$ cat src/rtl/msctl_defines.svh
// Constants for the mode/supply and hardware control register bank.
// Assumes inclusion by bare name from rtl files.
`ifndef MSCTL_DEFINES_SVH
`define MSCTL_DEFINES_SVH
// ==========================================
// Frame layout
`define MSCTL_FRAME_W 16
`define MSCTL_ADDR_W 7
`define MSCTL_RW_BIT 7
`define MSCTL_DATA_LSB 8
// ==========================================
// Register offsets
`define MSCTL_ADDR_MODE_SUPPLY 7'h01
`define MSCTL_ADDR_HARDWARE_CONTROL 7'h02
// ==========================================
// Reset and restart patterns
`define MSCTL_MODE_SUPPLY_POR 8'h00
`define MSCTL_HARDWARE_CONTROL_POR 8'h00
`define MSCTL_MODE_SUPPLY_RST_KEEP 8'h07
`define MSCTL_HARDWARE_CONTROL_RST_KEEP 8'hdf
`define MSCTL_MODE_SUPPLY_RST_VAL 8'h00
`define MSCTL_HARDWARE_CONTROL_RST_VAL 8'h00
// ==========================================
// Field positions
`define MSCTL_MODE_HI 7
`define MSCTL_MODE_LO 6
`define MSCTL_RSVD_BIT 5
`define MSCTL_AUX_HI 4
`define MSCTL_AUX_LO 3
`define MSCTL_OVR_BIT 2
`define MSCTL_THR_HI 1
`define MSCTL_THR_LO 0
`define MSCTL_FSI_BIT 7
`define MSCTL_TLAG_BIT 6
`define MSCTL_FORCE_BIT 5
`define MSCTL_BYWK_BIT 4
`define MSCTL_AUTO_BIT 3
`define MSCTL_BLOW_BIT 2
`define MSCTL_BEN_BIT 1
`define MSCTL_CFG_BIT 0
// ==========================================
// Timing
`define MSCTL_TLAG_SHORT_US 100
`define MSCTL_TLAG_LONG_US 1000
`define MSCTL_CLK_MHZ 100
`endif

$ cat src/rtl/msctl_pkg.sv
// Types for the mode/supply and hardware control register bank.
// Assumes nothing beyond the defines header.
`default_nettype none
package msctl_pkg;
  // ==========================================
  // Operating mode and auxiliary supply mode codes
  typedef enum logic [1:0] {
    MSCTL_NORMAL = 2'h0,
    MSCTL_SLEEP = 2'h1,
    MSCTL_STOP = 2'h2,
    MSCTL_SOFTRST = 2'h3
  } msctl_mode_t;
  typedef enum logic [1:0] {
    MSCTL_AUX_OFF = 2'h0,
    MSCTL_AUX_NORMAL = 2'h1,
    MSCTL_AUX_STOP = 2'h2,
    MSCTL_AUX_ALL = 2'h3
  } msctl_aux_t;
endpackage
`default_nettype wire

$ cat src/rtl/msctl_regs.sv
// Mode/supply and hardware control register bank with a 16-bit frame port.
// Assumes frames arrive already deserialised and synchronous to clk.
//
// Summary of operation
// - Frame is 16 bits: address seven bits, access bit, then data byte.
// - Access bit 0 reads only; 1 writes the data byte; one byte always.
// - Register data bits 0..7 sit in frame bits 8..15.
// - Power-on or soft reset loads every register with its power-on value.
// - Restart loads restart pattern; don't-care bits keep their value.
// - Hardware-updatable bits also change by hardware; read-only bits ignore writes.
// - Mode field 7:6 selects normal, sleep or stop.
// - Mode code 11 runs a soft reset without the reset output.
// - Bit 5 of mode/supply is reserved and reads zero.
// - Auxiliary supply field 4:3 selects off, normal, normal+stop, all modes.
// - Bit 2 set makes main overvoltage trigger reset and restart.
// - Threshold field 1:0 selects level one, two, three, or disables reset.
// - Sleep request with no wake source enters restart with reset.
// - Hardware bit 7 keeps failsafe input, or turns pin into second fail output.
// - Bit 6 picks PWM to PFM lag: 100 us or 1 ms.
// - Bit 5 forces fail outputs on; clear means failure driven only.
// - Bit 4 lets wake pin choose PFM or PWM in stop.
// - Bit 3 auto moves PFM to PWM under load; stop command returns PFM.
// - Bit 2 selects fixed low boost level, else high-level bit decides.
// - Bit 1 enables boost, which turns on when battery is low.
// - Bit 0 fail outputs after first trigger fail if set, else second.
`include "msctl_defines.svh"
`default_nettype none
module msctl_regs
  import msctl_pkg::*;
#(
  parameter int TLAG_SHORT_CYC = `MSCTL_TLAG_SHORT_US * `MSCTL_CLK_MHZ,
  parameter int TLAG_LONG_CYC = `MSCTL_TLAG_LONG_US * `MSCTL_CLK_MHZ
) (
  // Clock and reset
  input wire logic clk,
  input wire logic sys_rst,
  // Frame port
  input wire logic frame_valid,
  input wire logic [15:0] frame_in,
  output logic [7:0] read_data,
  // Device events
  input wire logic restart_req,
  input wire logic wake_source_any,
  input wire logic main_ov_event,
  input wire logic wdt_fail_event,
  input wire logic wake_pin,
  input wire logic heavy_load,
  input wire logic battery_low,
  // Mode and supply controls
  output logic [1:0] op_mode,
  output logic [1:0] aux_supply_mode,
  output logic main_supply_ov_reset_en,
  output logic [1:0] main_supply_reset_threshold,
  output logic undervoltage_reset_en,
  output logic soft_reset_pulse,
  output logic restart_enter,
  output logic reset_output,
  output logic aux_supply_on,
  // Hardware controls
  output logic failsafe_in_or_out_sel,
  output logic pwm_to_pfm_delay,
  output logic [16:0] pwm_lag_cycles,
  output logic fail_out_force,
  output logic pwm_select_by_wake_pin,
  output logic pwm_auto,
  output logic step_up_low_sel,
  output logic step_up_enable,
  output logic step_up_run,
  output logic fail_out_trigger_config,
  output logic fail_outputs,
  output logic failsafe_input_active,
  output logic buck_pwm
);
  // ==========================================
  // Synchronise pins
  logic wake_s1_q, wake_s2_q, load_s1_q, load_s2_q, bat_s1_q, bat_s2_q;
  always_ff @(posedge clk) begin
    wake_s1_q <= wake_pin;
    wake_s2_q <= wake_s1_q;
    load_s1_q <= heavy_load;
    load_s2_q <= load_s1_q;
    bat_s1_q <= battery_low;
    bat_s2_q <= bat_s1_q;
  end

  // ==========================================
  // Frame decode
  wire [6:0] f_addr = frame_in[`MSCTL_ADDR_W-1:0];
  wire f_write = frame_in[`MSCTL_RW_BIT];
  wire [7:0] f_data = frame_in[`MSCTL_FRAME_W-1:`MSCTL_DATA_LSB];
  wire wr_ms = frame_valid && f_write && (f_addr == `MSCTL_ADDR_MODE_SUPPLY);
  wire wr_hw = frame_valid && f_write && (f_addr == `MSCTL_ADDR_HARDWARE_CONTROL);
  wire soft_req = wr_ms && (f_data[7:6] == MSCTL_SOFTRST);
  wire sleep_bad = wr_ms && (f_data[7:6] == MSCTL_SLEEP) && !wake_source_any;
  wire stop_cmd = wr_ms && (f_data[7:6] == MSCTL_STOP);

  // ==========================================
  // Register state
  logic [7:0] ms_q, ms_d, hw_q, hw_d;
  logic soft_q, restart_q, fail_cnt_q, fo_fail_q, pwm_auto_act_q;

  // Restart trigger from outside, overvoltage or bad sleep
  wire ov_rst = main_ov_event && ms_q[`MSCTL_OVR_BIT];
  wire restart_now = restart_req || ov_rst || sleep_bad;

  // Next value of mode/supply register
  always_comb begin
    ms_d = ms_q;
    if (restart_now) begin
      ms_d = (ms_q & `MSCTL_MODE_SUPPLY_RST_KEEP) | `MSCTL_MODE_SUPPLY_RST_VAL;
    end else if (wr_ms && !soft_req) begin
      ms_d = f_data;
    end
    ms_d[`MSCTL_RSVD_BIT] = 1'b0;
  end

  // Next value of hardware control register
  always_comb begin
    hw_d = hw_q;
    if (restart_now) begin
      hw_d = (hw_q & `MSCTL_HARDWARE_CONTROL_RST_KEEP) | `MSCTL_HARDWARE_CONTROL_RST_VAL;
    end else if (wr_hw) begin
      hw_d = f_data;
    end
  end

  // Register update, power-on and soft reset
  always_ff @(posedge clk) begin
    if (sys_rst || soft_q) begin
      ms_q <= `MSCTL_MODE_SUPPLY_POR;
      hw_q <= `MSCTL_HARDWARE_CONTROL_POR;
    end else begin
      ms_q <= ms_d;
      hw_q <= hw_d;
    end
  end

  // Soft reset and restart pulses
  always_ff @(posedge clk) begin
    if (sys_rst) begin
      soft_q <= 1'b0;
      restart_q <= 1'b0;
    end else begin
      soft_q <= soft_req;
      restart_q <= restart_now;
    end
  end

  // Watchdog failure counting for fail outputs
  always_ff @(posedge clk) begin
    if (sys_rst || soft_q) begin
      fail_cnt_q <= 1'b0;
      fo_fail_q <= 1'b0;
    end else if (wdt_fail_event) begin
      fail_cnt_q <= 1'b1;
      if (hw_q[`MSCTL_CFG_BIT] || fail_cnt_q) begin
        fo_fail_q <= 1'b1;
      end
    end
  end

  // Heavy load while auto PWM is on in stop mode
  wire auto_set = hw_q[`MSCTL_AUTO_BIT] && (ms_q[`MSCTL_MODE_HI:`MSCTL_MODE_LO] == MSCTL_STOP) && load_s2_q;

  // Automatic PWM latch; load still heavy beats a stop command
  always_ff @(posedge clk) begin
    if (sys_rst || soft_q) begin
      pwm_auto_act_q <= 1'b0;
    end else if (auto_set) begin
      pwm_auto_act_q <= 1'b1;
    end else if (stop_cmd) begin
      pwm_auto_act_q <= 1'b0;
    end
  end

  // Read data for the same frame
  logic [7:0] rd_q;
  wire [7:0] rd_sel = (f_addr == `MSCTL_ADDR_MODE_SUPPLY) ? ms_q :
                      (f_addr == `MSCTL_ADDR_HARDWARE_CONTROL) ? hw_q : 8'h00;
  always_ff @(posedge clk) begin
    if (sys_rst) begin
      rd_q <= 8'h00;
    end else if (frame_valid) begin
      rd_q <= rd_sel;
    end
  end
  assign read_data = rd_q;

  // ==========================================
  // Mode/supply outputs
  wire in_stop = (ms_q[7:6] == MSCTL_STOP);
  wire in_sleep = (ms_q[7:6] == MSCTL_SLEEP);
  assign op_mode = ms_q[`MSCTL_MODE_HI:`MSCTL_MODE_LO];
  assign aux_supply_mode = ms_q[`MSCTL_AUX_HI:`MSCTL_AUX_LO];
  assign main_supply_ov_reset_en = ms_q[`MSCTL_OVR_BIT];
  assign main_supply_reset_threshold = ms_q[`MSCTL_THR_HI:`MSCTL_THR_LO];
  assign undervoltage_reset_en = (ms_q[1:0] != 2'h3);
  assign soft_reset_pulse = soft_q;
  assign restart_enter = restart_q;
  assign reset_output = restart_q;
  // Auxiliary supply on depending on current mode
  assign aux_supply_on = (aux_supply_mode == MSCTL_AUX_ALL) ||
                         (aux_supply_mode == MSCTL_AUX_STOP && !in_sleep) ||
                         (aux_supply_mode == MSCTL_AUX_NORMAL && !in_sleep && !in_stop);

  // ==========================================
  // Hardware control outputs
  assign failsafe_in_or_out_sel = hw_q[`MSCTL_FSI_BIT];
  assign failsafe_input_active = !hw_q[`MSCTL_FSI_BIT];
  assign pwm_to_pfm_delay = hw_q[`MSCTL_TLAG_BIT];
  assign pwm_lag_cycles = hw_q[`MSCTL_TLAG_BIT] ? 17'(TLAG_LONG_CYC) : 17'(TLAG_SHORT_CYC);
  assign fail_out_force = hw_q[`MSCTL_FORCE_BIT];
  assign fail_outputs = hw_q[`MSCTL_FORCE_BIT] || fo_fail_q;
  assign pwm_select_by_wake_pin = hw_q[`MSCTL_BYWK_BIT];
  assign pwm_auto = hw_q[`MSCTL_AUTO_BIT];

  // ==========================================
  // PWM to PFM lag
  logic buck_pwm_q;
  logic [16:0] lag_cnt_q;
  // Buck PWM request: normal mode, or wake pin or auto latch in stop
  wire buck_pwm_req = !in_stop ? !in_sleep :
                      (hw_q[`MSCTL_BYWK_BIT] && wake_s2_q) || pwm_auto_act_q;
  wire [16:0] lag_last = pwm_lag_cycles - 17'h00001;
  wire lag_done = (lag_cnt_q >= lag_last);

  // Keep PWM until the request has been low for the lag time
  always_ff @(posedge clk) begin
    if (sys_rst || buck_pwm_req) begin
      buck_pwm_q <= 1'b1;
      lag_cnt_q <= 17'h00000;
    end else if (buck_pwm_q && lag_done) begin
      buck_pwm_q <= 1'b0;
      lag_cnt_q <= 17'h00000;
    end else if (buck_pwm_q) begin
      lag_cnt_q <= lag_cnt_q + 17'h00001;
    end
  end
  assign buck_pwm = buck_pwm_q;
  assign step_up_low_sel = hw_q[`MSCTL_BLOW_BIT];
  assign step_up_enable = hw_q[`MSCTL_BEN_BIT];
  assign step_up_run = hw_q[`MSCTL_BEN_BIT] && bat_s2_q;
  assign fail_out_trigger_config = hw_q[`MSCTL_CFG_BIT];
endmodule
`default_nettype wire

$ cat config.mk
export PLATFORM = sky130hd
export DESIGN_NAME = msctl_regs
export DESIGN_NICKNAME = d
export VERILOG_FILES = /design/src/rtl/msctl_pkg.sv /design/src/rtl/msctl_regs.sv
export VERILOG_INCLUDE_DIRS = /design/src /design/src/rtl
export SDC_FILE = /design/constraint.sdc
export NUM_CORES = 1
export LEC_CHECK = 0
export BUFFER_PORTS_ARGS = -buffer_cell sky130_fd_sc_hd__buf_4
export CORE_MARGIN = 1
export CORE_UTILIZATION = 50
export CTS_CLUSTER_SIZE = 25
export DETAILED_ROUTE_END_ITERATION = 10
export GPL_TIMING_DRIVEN = 0
export PLACE_DENSITY = 0.86
export RECOVER_POWER = 25
export SYNTH_ARGS = -nofsm -noshare
export SYNTH_HDL_FRONTEND = slang
export SYNTH_SLANG_ARGS = --single-unit
export TNS_END_PERCENT = 100
$ cat constraint.sdc
create_clock -name clk -period 3 [get_ports clk]
set_clock_uncertainty 0.1 [all_clocks]
set_input_delay 0.6 -clock clk [delete_from_list [all_inputs] [get_ports clk]]
set_output_delay 0.6 -clock clk [all_outputs]
set_load 0.01 [all_outputs]
Word level (Yosys, flattened, before mapping)
Cells that the tools add are included. Widths: inputs -> output; s select.

Output and inout port bits: 49. Logic and storage cells: 77. Input bits: 26. Register bits after elaboration: 53.

Multiplexer cells: 6. $add $sub $neg: 2. Magnitude comparators: 1. Bitwise logic cells: 1. Eq/ne operators: 11. Reduce and logical (&&, ||, !) cells: 37.

Operators with widths (number): $add 17x1->17 const B (1); $ge 17x17->1 (1); $logic_and 1x1->1 (17); $mux 17 (1); $sub 17x1->17 const B (1); $mux 8 (2); $eq 2x2->1 const B (5); $logic_or 1x1->1 (9); $eq 7x1->1 const B (1); $eq 7x2->1 const B (1); $eq 2x1->1 const B (3); $reduce_and 2->1 (3); $logic_not 1->1 (5); $reduce_or 2->1 (2); $mux 1 (3); $ne 2x2->1 const B (1); $reduce_bool 2->1 (1); $not 1->1 (1).

Depth between registers and ports, before layout
Depth in word-level cells: 7. Depth in mapped cells: 7. Gate-level depth less buffers: 6.

Least setup slack after synthesis
OpenSTA, ideal clock, no wires.

Path type: reg-to-reg. From: register hw_q[6]. To: register lag_cnt_q[10]. Period minus slack after synthesis: 2.668 ns. Arrival time: 2.436 ns. Setup time: 0.132 ns. Path buffers: 1. Cell stages (with the launch flop): 8. Path slack: 0.332 ns. Path through: dfxtp_1 -> inv_1 -> ha_1 -> nand2_1 -> or4b_2 -> a211oi_2 -> buf_2 -> nor3_1.

Word-level cells in the longest chain between the ends: 5.

Ends and longest elaborated chain: from (decl) (line msctl_regs.sv:99) `logic [7:0] ms_q, ms_d, hw_q, hw_d;`; from (signal assigned) (line msctl_regs.sv:131) `` hw_q <= `MSCTL_HARDWARE_CONTROL_POR; ``; from (signal assigned) (line msctl_regs.sv:134) `hw_q <= hw_d;`; $mux 17 (line msctl_regs.sv:211) `` assign pwm_lag_cycles = hw_q[`MSCTL_TLAG_BIT] ? 17'(TLAG_LONG_CYC) : 17'(TLAG_SHORT_CYC); ``; net pwm_lag_cycles[4] (line msctl_regs.sv:62) `output logic [16:0] pwm_lag_cycles,`; $sub 17x1->17 (line msctl_regs.sv:224) `wire [16:0] lag_last = pwm_lag_cycles - 17'h00001;`; $ge 17x17->1 (line msctl_regs.sv:225) `wire lag_done = (lag_cnt_q >= lag_last);`; $logic_and 1x1->1 (line msctl_regs.sv:232) `end else if (buck_pwm_q && lag_done) begin`; $reduce_or 2->1 (no source line); to (signal assigned) (line msctl_regs.sv:236) `lag_cnt_q <= lag_cnt_q + 17'h00001;`; to (decl) (line msctl_regs.sv:220) `logic [16:0] lag_cnt_q;`.

The timed path passes the listed nets, and every way through them passes these cells. A chain may end at the register's enable or synchronous reset.

Worst setup path after layout
From: register hw_q[6]. To: register lag_cnt_q[4].

Word-level cells in the longest chain between the ends: 5.

Ends and longest elaborated chain (line): $mux 17 (msctl_regs.sv:211); $sub 17x1->17 (msctl_regs.sv:224); $ge 17x17->1 (msctl_regs.sv:225); $logic_and 1x1->1 (msctl_regs.sv:232); $reduce_or 2->1 (no source line).

No other way between the ends.

==> metrics.md <==
| Metric | Value |
|---|---|
| Total GRT Usage | `0.241` |
| Vias in the first global route | `2055` |
| Least-Margin Pin Slew | `between 1 and 1.5 ns` |
| Most frequent cells after synthesis | `dfxtp_1 (52), nand2_1 (39), buf_4 (17)` |
| Longest Clk Path Bufs | `2` |
| Area of the die | `5320 um^2` |
| Post-detail-place hpwl | `approximately 4400 um` |
| Setup Viol. Count Final | `0` |
| Sequence of cells on the critical path | `inv_1 > ha_1 > nand2_1 > or4b_2 > a211oi_4 > buf_2 > nor3_1` |
| Clock-pin slew on the worst setup and hold paths | `0.09 ns` |
| Total routed wirelength | `6210 um` |
| CP max stage delay | `0.74 ns` |
| Largest net degree at the start of global routing | `16` |
| Initial antenna violation count | `0` |
| Hold Vio Cnt, Final | `0` |
| Layout cell share with drive strength beyond 1 | `0.231` |
| Vias per inst | `approximately 5.5` |
| Clk_lat worst skew | `0.31 ns` |
| Achievable frequency | `361 MHz` |
| LEAKAGE | `approximately 1.3 nW` |
| Worst EP required | `3.09 ns` |
| CTS tree | `done` |
| Worst slew margin | `0.251` |
| # fillers | `416` |
| Post-synth EDFFs | `0` |
| Boundary pin count | `75` |
| Syn. warnings | `0` |
| FF+latch count, synth | `52` |
| Main combinational cell family by area after synthesis | `simple AND/OR/NAND/NOR gates` |
| Simple-gate share of the synthesized area | `0.258` |
| Xor/xnor cell area share of the yosys netlist | `0.0383` |
| Syn avg cell area | `8.83 um^2` |
| Final ANT Viol Nets | `0` |
| Startpoint types | `flop` |
| Register area share after synthesis | `0.414` |
| Area of the multi-input gates | `1330 um^2` |
| Top area cells in the synthesized netlist | `dfxtp_1 (41%), nand2_1 (5.8%), buf_4 (5.1%), mux2i_1 (4.4%), ha_1 (3.5%)` |
| Crit path kind | `flop to flop` |
| Slowest CP cell | `or4b_2` |
| Met3 wire length | `between 300 and 400 um` |
| Met1 WL | `2690 um` |
| Met2 WL | `~3000 um` |
| Final Non-Filler Cells | `around 430` |
| Initial Util | `0.526` |
| Worst hold path type | `flop to flop` |
| Critical path arrival | `2.86 ns` |
| Inst Count DP | `423` |
| FP Rows | `25` |
| Max-Cap Viols | `0` |
| Final min period | `about 2.8 ns` |
| Die Span X | `approximately 73 um` |
| IO buf count | `63` |
| Area grow syn2layout | `26.3%` |
| Final-stage net count | `396` |
| PD cells | `412 nW/um^2` |
| Crit path buffers/inverters | `2` |
| Async SR Flop Fraction | `0` |
| DR WL/cell | `~14 um` |
| Post-CTS Setup Inserts | `0` |
| CP max FO | `10` |
| Root Buffer Master | `clkbuf_8` |
| ANT cells | `0` |
| Synth Area in Adders | `0.0348` |
| Compound-Gate Fraction of Synth Area | `0.136` |
| Maximum VDD drop | `approximately 290 uV` |
| FF+latch area | `1040 um^2` |
| Core footprint | `roughly 4800 um^2` |
| Top layer in use | `met4` |
| Netlist cell types | `47` |
| Tcrit/Tclk final | `0.923` |
| Leading area contributor after synthesis | `dfxtp_1` |
| Setup TNS Final | `0 ns` |
| Yosys top cell area share | `0.414` |
| Synthesized area | `2520 um^2` |
| Post-synthesis mux area share | `0.0437` |
| Residual DRC count | `0` |
| CTS Buf Count | `5` |
| Final GP Congestion | `around 0.85` |
| Drt pass-1 iters | `4` |
| Post-synthesis instance total | `285` |
| Gr ovfl total | `0` |
| First-pass GRT wire length | `9760 um` |
| Post-CTS Hold Buffers | `0` |
| Kind of end point of the critical path | `flop` |
| Vias post-DR | `around 2400` |
| Top-count cell post-synth | `dfxtp_1` |
| RSZ-0062 raised after global routing | `no` |
| Initial DRC count | `171` |
| Die Y | `73.0 um` |
| Clock sinks | `52` |
| Final Max Slew Viols | `0` |
| Status | `finished, final reports clean` |
| Kind of cell adding the most delay to the critical path | `simple AND/OR/NAND/NOR gates` |
| H-tree Lvls | `2` |
| Post-synth top flop | `dfxtp_1` |
[through the flow]
step	util	hold WS, ns	power [mW]	area (um^2)	worst slack, ns
final	0.664	0.235	1.31	3180	0.232
after global routing	0.664	0.241	1.35	3180	0.0896
after CTS	0.677	0.234	1.31	3240	0.0616
after detailed placement	0.649	0.212	0.797	3100	0.00908
after global placement	0.649	0.211	0.796	3100	0.0620
after floorplan	-	0.210	0.757	2550	0.332
[layout make-up]
class	count	area share
well taps	67	0.0264
plain buffers	25	0.0527
repair buffers	63	0.130
multi-input cells	212	0.419
clock inverters	1	0.00945
flip-flops and latches	52	0.328
inverters	4	0.00472
clock buffers	7	0.0303
[registers in the layout, summed over array words and instances, names as in the netlist, 7 cells and up]
| name | flops |
|---|---|
| ms_q | 7 |
| read_data | 8 |
| lag_cnt_q | 17 |
| hw_q | 8 |
[path summary, 6_finish.rpt]
kind                               start           end  slack [ns]  cells after the start
worst min register to register  bat_s1_q      bat_s2_q        0.23                      0
worst min-delay path            bat_s1_q      bat_s2_q        0.23                      0
worst max register to register   hw_q[6]  lag_cnt_q[4]        0.23                      7
worst max-delay path             hw_q[6]  lag_cnt_q[4]        0.23                      7
[placed cells by master, fill, tap and decap left out, types with 5 or more instances in the layout]
| cell | instances |
|---|---|
| buf_4 | 61 |
| dfxtp_1 | 51 |
| nand2_1 | 39 |
| clkbuf_1 | 21 |
| nor3_1 | 16 |
| a21oi_1 | 13 |
| nor2_1 | 11 |
| mux2i_1 | 11 |
| conb_1 | 10 |
| nand2b_1 | 9 |
| o21ai_0 | 9 |
| nand3_1 | 8 |
| nand4_1 | 8 |
| xnor2_1 | 7 |
| ha_1 | 7 |
| clkbuf_8 | 7 |
| nor4_1 | 6 |
| o21a_1 | 5 |
| a22oi_1 | 5 |
[worst register-to-register path: stages (launching register included)]
cell and delay [ns]:
dfxtp_2 0.45, inv_1 0.17, ha_1 0.33, nand2_1 0.06, or4b_2 0.74, a211oi_4 0.42
buf_2 0.29, nor3_1 0.08
[power breakdown]
group          switching (mW)  internal [mW]  total (mW)
clock                   0.235          0.295       0.529
sequential            0.00258          0.697       0.699
combinational          0.0410         0.0419      0.0829
total                   0.278           1.03        1.31
[kinds of logic (layout without fill, tap and decap cells)]
group,after synthesis,after routing
other cells,2,10
xor+xnor,11,11
simple gates,123,123
flops,52,52
fa+ha+maj,7,7
mux,11,11
buf+inv,29,100
compound gates,50,50
[routing by layer]
| metal | track usage | up-vias |
|---|---|---|
| li1 | - | 1153 |
| met2 | 0.403 | 78 |
| met1 | 0.309 | 1118 |
| met4 | 0.102 | 0 |
| met5 | 0 | - |
| met3 | 0.0401 | 9 |
[repair_timing]
| item | in CTS | in global routing |
|---|---|---|
| resized for setup | 1 | 1 |
| setup endpoints to repair | 10 | 10 |
| cloned | 0 | 0 |
Power figures use the tool's default switching activity.
